===== config.mk =====
export PLATFORM = sky130hd
export DESIGN_NAME = tmb_bank_access
export DESIGN_NICKNAME = d
export VERILOG_FILES = /design/src/include/tmb_pkg.sv /design/src/include/tmb_chk_if.sv /design/src/hw/tmb_access_check.sv /design/src/hw/tmb_bank_access.sv
export SDC_FILE = /design/constraint.sdc
export NUM_CORES = 2
export LEC_CHECK = 0
export BUFFER_PORTS_ARGS = -buffer_cell sky130_fd_sc_hd__buf_2
export CORE_UTILIZATION = 40
export DETAILED_ROUTE_END_ITERATION = 16
export GPL_TIMING_DRIVEN = 0
export SLEW_MARGIN = 20
export SYNTH_ARGS = -nofsm -noshare
export SYNTH_HDL_FRONTEND = slang
export SYNTH_MEMORY_MAX_BITS = 65536
export SYNTH_SLANG_ARGS = --single-unit

===== constraint.sdc =====
create_clock -name mclk -period 40.2 [get_ports mclk]
set_clock_uncertainty 0.2 [all_clocks]
set_input_delay 8.04 -clock mclk [delete_from_list [all_inputs] [get_ports mclk]]
set_output_delay 8.04 -clock mclk [all_outputs]
set_load 0.1 [all_outputs]

===== src/include/tmb_pkg.sv =====
// Purpose: constants and types shared by the tag memory bank access block
// Assumes: 64 pages of four 16-bit words; word addresses are physical
// Notes: access checker and main block both import this package
//
// Summary of operation
// - After reset, load configuration, then pick protocol
// - Reader-first mode allows memory read and write
// - 64 pages of 4 words; block equals page
// - Last five User pages hold system configuration
// - Banks contiguous; TID bank never writable
// - Bank sizes 1, 4, 6, 53 pages
// - BlockWrite 1-4 in-page words; UII page 0 refused
// - BlockErase 1-4 words within one page
// - BlockErase refused on UII page 0, clock words
// - BlockPermalock whole pages, User bank only
// - Backscatter is ASK only, no PSK
// - Flex_Query supports M of 2 to 64
// - BroadcastSync accepted only in battery-assisted mode
// - Listen-first mode supports pulse-position and Miller
// - TID bank holds extended TID content
// - Codes: no-protection open, no-access refused, standard locked
package tmb_pkg;
  // ==========================================================
  // geometry
  localparam int WORD_W = 16;
  localparam int NVM_WORDS = 256;
  localparam logic [5:0] BASE_RSV = 6'h00;
  localparam logic [5:0] BASE_TID = 6'h01;
  localparam logic [5:0] BASE_UII = 6'h05;
  localparam logic [5:0] BASE_USR = 6'h0b;
  localparam logic [5:0] PG_RSV = 6'h01;
  localparam logic [5:0] PG_TID = 6'h04;
  localparam logic [5:0] PG_UII = 6'h06;
  localparam logic [5:0] PG_USR = 6'h35;
  localparam logic [5:0] SYS_FIRST_PAGE = 6'h3b;
  localparam logic [2:0] BLK_WORDS = 3'h4;
  // ==========================================================
  // configuration words read at boot
  localparam logic [7:0] ADR_PCW = 8'h15;
  localparam logic [7:0] ADR_BATT = 8'hf1;
  localparam logic [7:0] ADR_TOTAL = 8'hf3;
  localparam logic [7:0] ADR_PLOCK = 8'hf8;
  localparam logic [7:0] ADR_BLOCK = 8'hfc;
  localparam logic [2:0] BOOT_LAST = 3'h7;
  localparam int TOTAL_EN_BIT = 0;
  localparam int BAP_EN_BIT = 0;
  localparam logic [15:0] ERASE_VAL = 16'h0000;
  // ==========================================================
  // supported optional features
  localparam logic ASK_ONLY = 1'b1;
  localparam logic PSK_OFFERED = 1'b0;
  localparam logic [5:0] FLEX_M_MASK = 6'h3f;
  localparam logic ENC_PPE = 1'b1;
  localparam logic ENC_MILLER = 1'b1;
  localparam logic XTID_PRESENT = 1'b1;
  // ==========================================================
  // commands, banks, answers
  typedef enum logic [2:0] {
    OP_READ = 3'h0, OP_WRITE = 3'h1, OP_BWRITE = 3'h2,
    OP_BERASE = 3'h3, OP_PLOCK = 3'h4
  } tmb_op_t;
  typedef enum logic [1:0] {
    BK_RSV = 2'h0, BK_TID = 2'h1, BK_UII = 2'h2, BK_USR = 2'h3
  } tmb_bank_t;
  localparam logic [3:0] ERR_OTHER = 4'h0;
  localparam logic [3:0] ERR_OVERRUN = 4'h3;
  localparam logic [3:0] ERR_LOCKED = 4'h4;
  localparam logic [3:0] ERR_NONE = 4'hf;
endpackage : tmb_pkg


===== src/include/tmb_chk_if.sv =====
// Purpose: request and verdict between the main block and access checker
// Assumes: purely combinational path, same clock
// Notes: none
`timescale 1ns/10ps
interface tmb_chk_if;
  import tmb_pkg::*;
  tmb_op_t op;
  tmb_bank_t bank;
  logic [7:0] wptr;
  logic [2:0] wcnt;
  logic [63:0] perma;
  logic [3:0] bank_lock;
  logic ok;
  logic [3:0] err;
  logic [8:0] phys;
  modport req (output op, bank, wptr, wcnt, perma, bank_lock, input ok, err, phys);
  modport chk (input op, bank, wptr, wcnt, perma, bank_lock, output ok, err, phys);
endinterface : tmb_chk_if


===== src/hw/tmb_access_check.sv =====
// Purpose: decide whether one memory command may proceed
// Assumes: wptr is a word pointer inside the named bank
// Notes: first failing test sets the error code
`timescale 1ns/10ps
module tmb_access_check import tmb_pkg::*; (
  tmb_chk_if.chk ck
);
  logic [5:0] base;
  logic [5:0] size;
  logic [5:0] lpage;
  logic [2:0] last;
  logic blk;
  logic wr;

  always_comb begin
    unique case (ck.bank)
      BK_RSV: begin base = BASE_RSV; size = PG_RSV; end
      BK_TID: begin base = BASE_TID; size = PG_TID; end
      BK_UII: begin base = BASE_UII; size = PG_UII; end
      BK_USR: begin base = BASE_USR; size = PG_USR; end
    endcase
    lpage = ck.wptr[7:2];
    last = {1'b0, ck.wptr[1:0]} + ck.wcnt - 3'h1;
    ck.phys = {1'b0, base, 2'b00} + {1'b0, ck.wptr};
    blk = (ck.op == OP_BWRITE) || (ck.op == OP_BERASE);
    wr = ck.op != OP_READ;
    ck.ok = 1'b0;
    // ==========================================================
    // ordered checks
    // clock words sit past the stored User pages, so overrun refuses them
    if (lpage >= size) begin
      ck.err = ERR_OVERRUN;
    end else if (blk && (ck.wcnt == 3'h0 || ck.wcnt > BLK_WORDS || last >= BLK_WORDS)) begin
      ck.err = ERR_OVERRUN;
    end else if (blk && ck.bank == BK_UII && lpage == 6'h00) begin
      ck.err = ERR_OTHER;
    end else if (ck.op == OP_PLOCK && (ck.bank != BK_USR || ck.wptr[1:0] != 2'h0)) begin
      ck.err = ERR_OTHER;
    end else if (wr && ck.bank == BK_TID) begin
      ck.err = ERR_LOCKED;
    end else if (wr && ck.bank == BK_UII && ck.wptr == 8'h00) begin
      ck.err = ERR_OTHER;
    end else if ((wr || ck.bank == BK_RSV) && ck.bank_lock[ck.bank]) begin
      ck.err = ERR_LOCKED;
    end else if (wr && ck.op != OP_PLOCK && ck.perma[ck.phys[7:2]]) begin
      ck.err = ERR_LOCKED;
    end else begin
      ck.ok = 1'b1;
      ck.err = ERR_NONE;
    end
  end
endmodule : tmb_access_check


===== src/hw/tmb_bank_access.sv =====
// Purpose: non-volatile word store split into four banks, boot loader, command engine
// Assumes: commands come from protocol logic on mclk; store keeps contents over srst
// Notes: one word is written per cycle; answers are one-cycle pulses
`timescale 1ns/10ps
module tmb_bank_access import tmb_pkg::*; (
  input wire logic mclk,
  input wire logic srst,
  input wire logic reader_first_seen,
  input wire logic reader_first_over,
  input wire logic bsync_req,
  input wire logic cmd_valid,
  input wire tmb_op_t cmd_op,
  input wire tmb_bank_t cmd_bank,
  input wire logic [7:0] cmd_wptr,
  input wire logic [2:0] cmd_wcnt,
  input wire logic [63:0] cmd_wdata,
  output logic cmd_ready,
  output logic rsp_valid,
  output logic rsp_ok,
  output logic [3:0] rsp_err,
  output logic [15:0] rsp_rdata,
  output logic boot_done,
  output logic reader_first_protocol,
  output logic listen_first_active,
  output logic [15:0] protocol_control_word,
  output logic bap_active,
  output logic bsync_ack,
  output logic ask_only,
  output logic psk_offered,
  output logic [5:0] flex_m_mask,
  output logic enc_ppe,
  output logic enc_miller,
  output logic xtid_present
);
  // ==========================================================
  // state
  typedef enum logic [1:0] {
    S_BOOT = 2'b00, S_IDLE = 2'b01, S_EXEC = 2'b10
  } tmb_st_t;

  typedef struct packed {
    tmb_st_t st;
    logic [2:0] bidx;
    tmb_op_t op;
    logic [7:0] addr;
    logic [1:0] widx;
    logic [1:0] wlast;
    logic [63:0] wdata;
    logic [15:0] pcw;
    logic total_en;
    logic bap;
    logic [63:0] perma;
    logic [3:0] bank_lock;
    logic rf;
    logic lf;
    logic boot_done;
    logic cmd_ready;
    logic rsp_valid;
    logic rsp_ok;
    logic [3:0] rsp_err;
    logic [15:0] rsp_rdata;
    logic bsync_ack;
    logic ask_only;
    logic psk_offered;
    logic [5:0] flex_m_mask;
    logic enc_ppe;
    logic enc_miller;
    logic xtid;
  } tmb_state_t;

  localparam tmb_state_t ST_RESET = '{
    st: S_BOOT,
    bidx: 3'h0,
    op: OP_READ,
    addr: 8'h00,
    widx: 2'h0,
    wlast: 2'h0,
    wdata: 64'h0,
    pcw: 16'h0000,
    total_en: 1'b0,
    bap: 1'b0,
    perma: 64'h0,
    bank_lock: 4'h0,
    rf: 1'b0,
    lf: 1'b0,
    boot_done: 1'b0,
    cmd_ready: 1'b0,
    rsp_valid: 1'b0,
    rsp_ok: 1'b0,
    rsp_err: ERR_NONE,
    rsp_rdata: 16'h0000,
    bsync_ack: 1'b0,
    ask_only: 1'b0,
    psk_offered: 1'b0,
    flex_m_mask: 6'h00,
    enc_ppe: 1'b0,
    enc_miller: 1'b0,
    xtid: 1'b0
  };

  tmb_state_t st_reg;
  tmb_state_t st_next;

  // no reset on the store: it models non-volatile cells
  logic [15:0] mem [0:NVM_WORDS-1];
  logic mem_we;
  logic [7:0] mem_wa;
  logic [15:0] mem_wd;
  logic [7:0] boot_a;
  logic [15:0] boot_w;
  logic [15:0] cmd_w;
  logic [15:0] exec_w;
  logic [7:0] lock_a;
  logic [15:0] lock_w;
  logic take;

  tmb_chk_if chk ();

  tmb_access_check u_check (
    .ck(chk.chk)
  );

  // ==========================================================
  // helpers
  // the PCW boot word sits in UII page 0; the other boot words sit in the system pages at the top of User
  function automatic logic [7:0] boot_addr(input logic [2:0] idx);
    logic [7:0] a;
    a = ADR_BLOCK;
    unique case (idx)
      3'h0: a = ADR_PCW;
      3'h1: a = ADR_TOTAL;
      3'h2: a = ADR_BATT;
      3'h3: a = ADR_PLOCK;
      3'h4: a = ADR_PLOCK + 8'h01;
      3'h5: a = ADR_PLOCK + 8'h02;
      3'h6: a = ADR_PLOCK + 8'h03;
      3'h7: a = ADR_BLOCK;
    endcase
    return a;
  endfunction : boot_addr

  assign chk.op = cmd_op;
  assign chk.bank = cmd_bank;
  assign chk.wptr = cmd_wptr;
  assign chk.wcnt = cmd_wcnt;
  assign chk.perma = st_reg.perma;
  assign chk.bank_lock = st_reg.bank_lock;

  assign boot_a = boot_addr(st_reg.bidx);
  assign boot_w = mem[boot_a];
  assign cmd_w = mem[chk.phys[7:0]];
  // permalock bits: one bit per physical page, four words cover 64 pages
  assign lock_a = ADR_PLOCK + {6'h00, chk.phys[7:6]};
  assign lock_w = mem[lock_a] | (16'h0001 << chk.phys[5:2]);
  // a command is taken on the edge that sees both valid and ready
  assign take = st_reg.cmd_ready && cmd_valid;

  always_comb begin
    unique case (st_reg.widx)
      2'h0: exec_w = st_reg.wdata[15:0];
      2'h1: exec_w = st_reg.wdata[31:16];
      2'h2: exec_w = st_reg.wdata[47:32];
      2'h3: exec_w = st_reg.wdata[63:48];
    endcase
  end

  // ==========================================================
  // next state
  always_comb begin
    st_next = st_reg;
    st_next.rsp_valid = 1'b0;
    st_next.bsync_ack = 1'b0;
    mem_we = 1'b0;
    mem_wa = st_reg.addr;
    mem_wd = exec_w;
    st_next.bsync_ack = bsync_req && st_reg.bap && st_reg.boot_done;
    unique case (st_reg.st)
      S_BOOT: begin
        // one boot word per cycle, eight cycles in all
        unique case (st_reg.bidx)
          3'h0: st_next.pcw = boot_w;
          3'h1: st_next.total_en = boot_w[TOTAL_EN_BIT];
          3'h2: st_next.bap = boot_w[BAP_EN_BIT];
          3'h3: st_next.perma[15:0] = boot_w;
          3'h4: st_next.perma[31:16] = boot_w;
          3'h5: st_next.perma[47:32] = boot_w;
          3'h6: st_next.perma[63:48] = boot_w;
          3'h7: st_next.bank_lock = boot_w[3:0];
        endcase
        st_next.bidx = st_reg.bidx + 3'h1;
        if (st_reg.bidx == BOOT_LAST) begin
          st_next.st = S_IDLE;
          st_next.boot_done = 1'b1;
          st_next.lf = st_reg.total_en;
          st_next.rf = !st_reg.total_en;
          st_next.cmd_ready = !st_reg.total_en;
          st_next.ask_only = ASK_ONLY;
          st_next.psk_offered = PSK_OFFERED;
          st_next.flex_m_mask = FLEX_M_MASK;
          st_next.enc_ppe = ENC_PPE;
          st_next.enc_miller = ENC_MILLER;
          st_next.xtid = XTID_PRESENT;
        end
      end
      S_IDLE: begin
        // switch between listen-first and reader-first between commands only
        if (st_reg.lf && reader_first_seen) begin
          st_next.lf = 1'b0;
          st_next.rf = 1'b1;
          st_next.cmd_ready = 1'b1;
        end else if (st_reg.rf && reader_first_over && st_reg.total_en && !take) begin
          st_next.lf = 1'b1;
          st_next.rf = 1'b0;
          st_next.cmd_ready = 1'b0;
        end
        // single-cycle ops and refusals answer next cycle; accepted block ops move to S_EXEC
        if (take) begin
          st_next.rsp_ok = chk.ok;
          st_next.rsp_err = chk.err;
          st_next.rsp_rdata = 16'h0000;
          st_next.op = cmd_op;
          st_next.addr = chk.phys[7:0];
          st_next.widx = 2'h0;
          st_next.wlast = cmd_wcnt[1:0] - 2'h1;
          st_next.wdata = cmd_wdata;
          if (!chk.ok || cmd_op == OP_READ) begin
            st_next.rsp_valid = 1'b1;
            if (chk.ok) begin
              st_next.rsp_rdata = cmd_w;
            end
          end else if (cmd_op == OP_WRITE) begin
            mem_we = 1'b1;
            mem_wa = chk.phys[7:0];
            mem_wd = cmd_wdata[15:0];
            st_next.rsp_valid = 1'b1;
          end else if (cmd_op == OP_PLOCK) begin
            mem_we = 1'b1;
            mem_wa = lock_a;
            mem_wd = lock_w;
            st_next.perma[chk.phys[7:2]] = 1'b1;
            st_next.rsp_valid = 1'b1;
          end else begin
            st_next.st = S_EXEC;
            st_next.cmd_ready = 1'b0;
          end
        end
      end
      S_EXEC: begin
        // one word per cycle; the page check already bounds the walk
        mem_we = 1'b1;
        mem_wd = st_reg.op == OP_BERASE ? ERASE_VAL : exec_w;
        st_next.addr = st_reg.addr + 8'h01;
        st_next.widx = st_reg.widx + 2'h1;
        if (st_reg.widx == st_reg.wlast) begin
          st_next.st = S_IDLE;
          st_next.rsp_valid = 1'b1;
          st_next.cmd_ready = st_reg.rf;
        end
      end
      default: begin
        st_next.st = S_IDLE;
      end
    endcase
  end

  // ==========================================================
  // registers and store
  always_ff @(posedge mclk) begin
    if (srst) begin
      st_reg <= ST_RESET;
    end else begin
      st_reg <= st_next;
    end
  end

  // ==========================================================
  // store write port
  // plain always so the cells can also be preloaded from outside
  // writes are held off during srst so a reset never alters a cell
  always @(posedge mclk) begin
    if (mem_we && !srst) begin
      mem[mem_wa] <= mem_wd;
    end
  end

  // ==========================================================
  // outputs, each a field of the state register
  assign cmd_ready = st_reg.cmd_ready;
  assign rsp_valid = st_reg.rsp_valid;
  assign rsp_ok = st_reg.rsp_ok;
  assign rsp_err = st_reg.rsp_err;
  assign rsp_rdata = st_reg.rsp_rdata;
  assign boot_done = st_reg.boot_done;
  assign reader_first_protocol = st_reg.rf;
  assign listen_first_active = st_reg.lf;
  assign protocol_control_word = st_reg.pcw;
  assign bap_active = st_reg.bap;
  assign bsync_ack = st_reg.bsync_ack;
  assign ask_only = st_reg.ask_only;
  assign psk_offered = st_reg.psk_offered;
  assign flex_m_mask = st_reg.flex_m_mask;
  assign enc_ppe = st_reg.enc_ppe;
  assign enc_miller = st_reg.enc_miller;
  assign xtid_present = st_reg.xtid;
endmodule : tmb_bank_access


==> metrics.txt <==
# TYPE chip_impl_metric gauge
chip_impl_info{name="status",value="complete, no violations"} 1
chip_impl_metric{name="fp-row-count",unit=""} 241
chip_impl_metric{name="synthArstFlopShare",unit="%"} 0
chip_impl_info{name="crit_path_end_kind",value="flip-flop"} 1
chip_impl_metric{name="die-height",unit="µm"} 661
chip_impl_info{name="synth-main-ff-cell",value="sky130_fd_sc_hd__edfxtp_1"} 1
chip_impl_metric{name="overall_die_area",unit="µm²"} 436000
chip_impl_metric{name="synth_fp_nets",unit=""} 8305
chip_impl_metric{name="ys_warn_count",unit=""} 0
chip_impl_metric{name="tightestPinTransition",unit="ns"} 1.31
chip_impl_metric{name="io-pin-count",unit=""} 141
chip_impl_metric{name="cellPowerDensity",unit="nW/µm²"} 50.5
chip_impl_metric{name="fin_setup_tns",unit="ns"} 0
chip_impl_metric{name="power.ir.vdd_worst",unit="µV"} 39.9
chip_impl_metric{name="min_period_over_period",unit="%"} 42.8
chip_impl_metric{name="setup_viol",unit=""} 0
chip_impl_metric{name="dpl_worst_slack",unit="ns"} 22.38
chip_impl_metric{name="synth.mux.area_fraction",unit="%"} 19.4
chip_impl_metric{name="achievable-frequency",unit="MHz"} 58.1
chip_impl_metric{name="port_buffers",unit=""} 134
chip_impl_metric{name="synth-seq-area-share",unit="%"} 73.2
chip_impl_metric{name="routability_driven_placement_congestion_ratio",unit=""} 1.05
chip_impl_metric{name="clock_tree.buffer_depth",unit=""} 4
chip_impl_metric{name="syn-instance-count",unit=""} 8185
chip_impl_metric{name="pre_repair_dr_iteration_count",unit=""} 9
chip_impl_metric{name="post_synth_num_cell_types",unit=""} 94
chip_impl_metric{name="cts_num_sinks",unit=""} 4297
chip_impl_info{name="top_cell_by_count_worst_path",value="sky130_fd_sc_hd__buf_2"} 1
chip_impl_info{name="cpMaxStageDelayCell",value="sky130_fd_sc_hd__nor4_2"} 1
chip_impl_metric{name="hold_violations",unit=""} 0
chip_impl_info{name="crit_path_cell_chain",value="buf_2, buf_2, buf_1, buf_2, clkbuf_2, buf_16, clkbuf_4, inv_1, ha_1, o21bai_1, xnor2_1, and3_1, o31a_1, and3_1, buf_2, nand2_1, a21oi_2, a22oi_2, clkbuf_1, nor4_2, buf_2, buf_2, buf_2"} 1
chip_impl_metric{name="numCtsBuffers",unit=""} 436
chip_impl_metric{name="ff2ff_path_depth",unit=""} 15
chip_impl_metric{name="worst_ep_required_time",unit="ns"} 40.75
chip_impl_info{name="top_usage_layer",value="met2"} 1
chip_impl_metric{name="dpl.hpwl",unit="mm"} 616
chip_impl_metric{name="gr-usage-met1",unit="%"} 45.7
chip_impl_info{name="tritoncts",value="built"} 1
chip_impl_metric{name="initial_utilization",unit="%"} 40.2
chip_impl_metric{name="total_wire_length_after_detailed_routing",unit="mm"} 834
chip_impl_metric{name="flow.area_growth_from_synthesis",unit="%"} 21.9
chip_impl_metric{name="synth-seq-cells",unit=""} 4297
chip_impl_metric{name="cts.hold.buffers_added",unit=""} 0
chip_impl_info{name="crit_path_kind",value="input pin to flip-flop"} 1
chip_impl_metric{name="die_width",unit="µm"} 661
chip_impl_metric{name="critical_path.max_stage_delay",unit="ns"} 0.95
chip_impl_metric{name="viasPerCell",unit=""} 6.84
chip_impl_metric{name="wire_length_of_the_first_global_routing_pass",unit="mm"} 1050
chip_impl_metric{name="antenna_violating_nets_post_route",unit=""} 0
chip_impl_metric{name="slew-limit-headroom",unit="%"} 12.9
chip_impl_metric{name="synth_edf_count",unit=""} 4096
chip_impl_metric{name="grt.overflow.total",unit=""} 0
chip_impl_metric{name="synth_compound_area_share",unit="%"} 2.13
chip_impl_metric{name="htreeDepth",unit=""} 5
chip_impl_metric{name="final_critical_path_setup_slack",unit="ns"} 23.00
chip_impl_info{name="grt_setup_unrepaired",value="no"} 1
chip_impl_metric{name="grtUsageMet3",unit="%"} 15.3
chip_impl_metric{name="critPathMaxFanout",unit=""} 10
chip_impl_metric{name="postSynthAreaPerCell",unit="µm²"} 21.2
chip_impl_metric{name="timing.reg2reg.setup_slack",unit="ns"} 33.31
chip_impl_info{name="setup.worst_path.start_class",value="input pin"} 1
chip_impl_metric{name="synth_fa_ha_area_share",unit="%"} 0.245
chip_impl_metric{name="drt-wirelength-per-cell",unit="µm"} 51.7
chip_impl_metric{name="hold_depth",unit=""} 2
chip_impl_metric{name="yosys.area_share.simple",unit="%"} 3.19
chip_impl_metric{name="dr.first_iter.drc_count",unit=""} 21289
chip_impl_metric{name="synth-xor-area-share",unit="%"} 0.105
chip_impl_metric{name="layout_min_cycle_time",unit="ns"} 17.20
chip_impl_metric{name="worstSkewPairLatency",unit="ns"} 1.07
chip_impl_metric{name="design.core.area",unit="µm²"} 431000
chip_impl_metric{name="grt_pass1_vias",unit=""} 101495
chip_impl_info{name="clock_root_buffer_master",value="sky130_fd_sc_hd__clkbuf_16"} 1
chip_impl_metric{name="largest_reg_flops",unit=""} 4096
chip_impl_info{name="layout_common_cells",value="sky130_fd_sc_hd__edfxtp_1, sky130_fd_sc_hd__mux4_2, sky130_fd_sc_hd__buf_2"} 1
chip_impl_metric{name="clkSlewWorstSetupHoldPaths",unit="ns"} 0.06
chip_impl_metric{name="max_cap_viol_count",unit=""} 0
chip_impl_metric{name="grt_use_met2",unit="%"} 53.2
chip_impl_metric{name="nNetsFinal",unit=""} 10094
chip_impl_metric{name="static-leakage-power",unit="nW"} 69.9
chip_impl_metric{name="cp.arrival",unit="ns"} 17.75
chip_impl_metric{name="report.final.slew_viol_count",unit=""} 0
chip_impl_metric{name="syn_area",unit="µm²"} 173000
chip_impl_metric{name="post_cts.resized_instances",unit=""} 0
chip_impl_metric{name="antenna_found_initial",unit=""} 89
chip_impl_info{name="hp-class",value="flip-flop to flip-flop"} 1
chip_impl_info{name="mostFrequentLayoutCell",value="sky130_fd_sc_hd__edfxtp_1"} 1
chip_impl_metric{name="grtUsageTotal",unit="%"} 37.9
chip_impl_metric{name="detailroute.via_count",unit=""} 110490
chip_impl_metric{name="postCtsSetupBuffers",unit=""} 0
chip_impl_metric{name="proportion_of_layout_cells_with_a_drive_suffix_above_1",unit="%"} 41.3
chip_impl_info{name="combinational_family_with_the_most_area_after_synthesis",value="multiplexers"} 1
chip_impl_metric{name="pin_count_of_the_biggest_net_entering_global_routing",unit=""} 41
chip_impl_metric{name="route.detailed.drc",unit=""} 0
layer usage:
layer / part of all wire, % / vias up
li1: - / 38479
met1: 33 / 58852
met2: 42 / 10763
met3: 15 / 2368
met4: 10 / 28
met5: 0.072 / -
cell type report:
type                            count  area [µm²]
Fill cell                       34635      220000
Sequential cell                  4297      127000
Multi-Input combinational cell   3239       45600
Timing Repair Buffer             1351       14000
Clock buffer                      545       11500
Tap cell                         5710        7140
Buffer                            620        3370
Clock inverter                    261        2420
Antenna cell                       93         233
Inverter                           29         109
worst max-delay path, delay by kind of cell:
family	cells	cell delay, ns
AO/OA/AOI/OAI	4	1.62
XOR/XNOR	1	0.19
adder cells (fa/ha/maj)	1	0.34
buffers and inverters	13	5.86
AND/OR/NAND/NOR	4	1.56
cells in the mapped netlist (all sizes together), types with 16 or more instances:
cell	n	area, µm²
o221ai	17	155
a211oi	50	430
nor3	90	467
a31oi	41	257
a32oi	17	164
mux2i	39	390
mux4	1467	33000
nand3	82	410
nor2	140	528
nor4	195	1470
and3	25	156
mux2	19	214
buf	325	1770
nand2	522	1960
dfxtp	201	4020
o2bb2a	32	320
o21ai	59	299
a32o	22	220
inv	27	101
a222oi	16	160
ha	34	425
a21oi	187	951
nor2b	26	163
edfxtp	4096	123000
o22ai	23	144
clkbuf	295	1110
nand4	16	106
worst paths after layout:
path,startpoint,endpoint
setup / recovery,cmd_wptr[1],mem[44][11]
hold / removal,st_reg[134],st_reg[134]
setup reg to reg,st_reg[207],mem[44][11]
hold reg to reg,st_reg[134],st_reg[134]
per-stage QoR:
step,hold slack [ns],utilization [%],std cells,power [mW],instance area [µm²]
2_1_floorplan,0.226,-,8185,5.68,173000
5_1_grt,0.272,49.0,16071,10.8,211000
6_report,0.256,49.0,16145,10.7,211000
4_1_cts,0.257,49.0,16047,10.6,211000
3_3_place_gp,0.243,42.0,14029,6.49,181000
3_5_place_dp,0.248,45.7,15241,6.59,197000
cell families (layout without fill, tap and decap cells):
logic type / count (synthesis) / after routing
AOI/OAI and AO/OA: 526 / 526
adders and majority gates: 34 / 34
buffers and inverters: 649 / 2806
xor gates and xnor gates: 17 / 17
DFF: 4297 / 4297
muxes: 1525 / 1525
other: 1 / 94
and+or+nand+nor: 1136 / 1136
power breakdown:
part	total, mW	internal [mW]	switching (mW)
Sequential	4.87	4.86	0.0162
Combinational	1.73	0.484	1.24
Clock	4.07	2.25	1.82
Total	10.7	7.59	3.08
No activity file was read; power rests on OpenSTA's default activity.
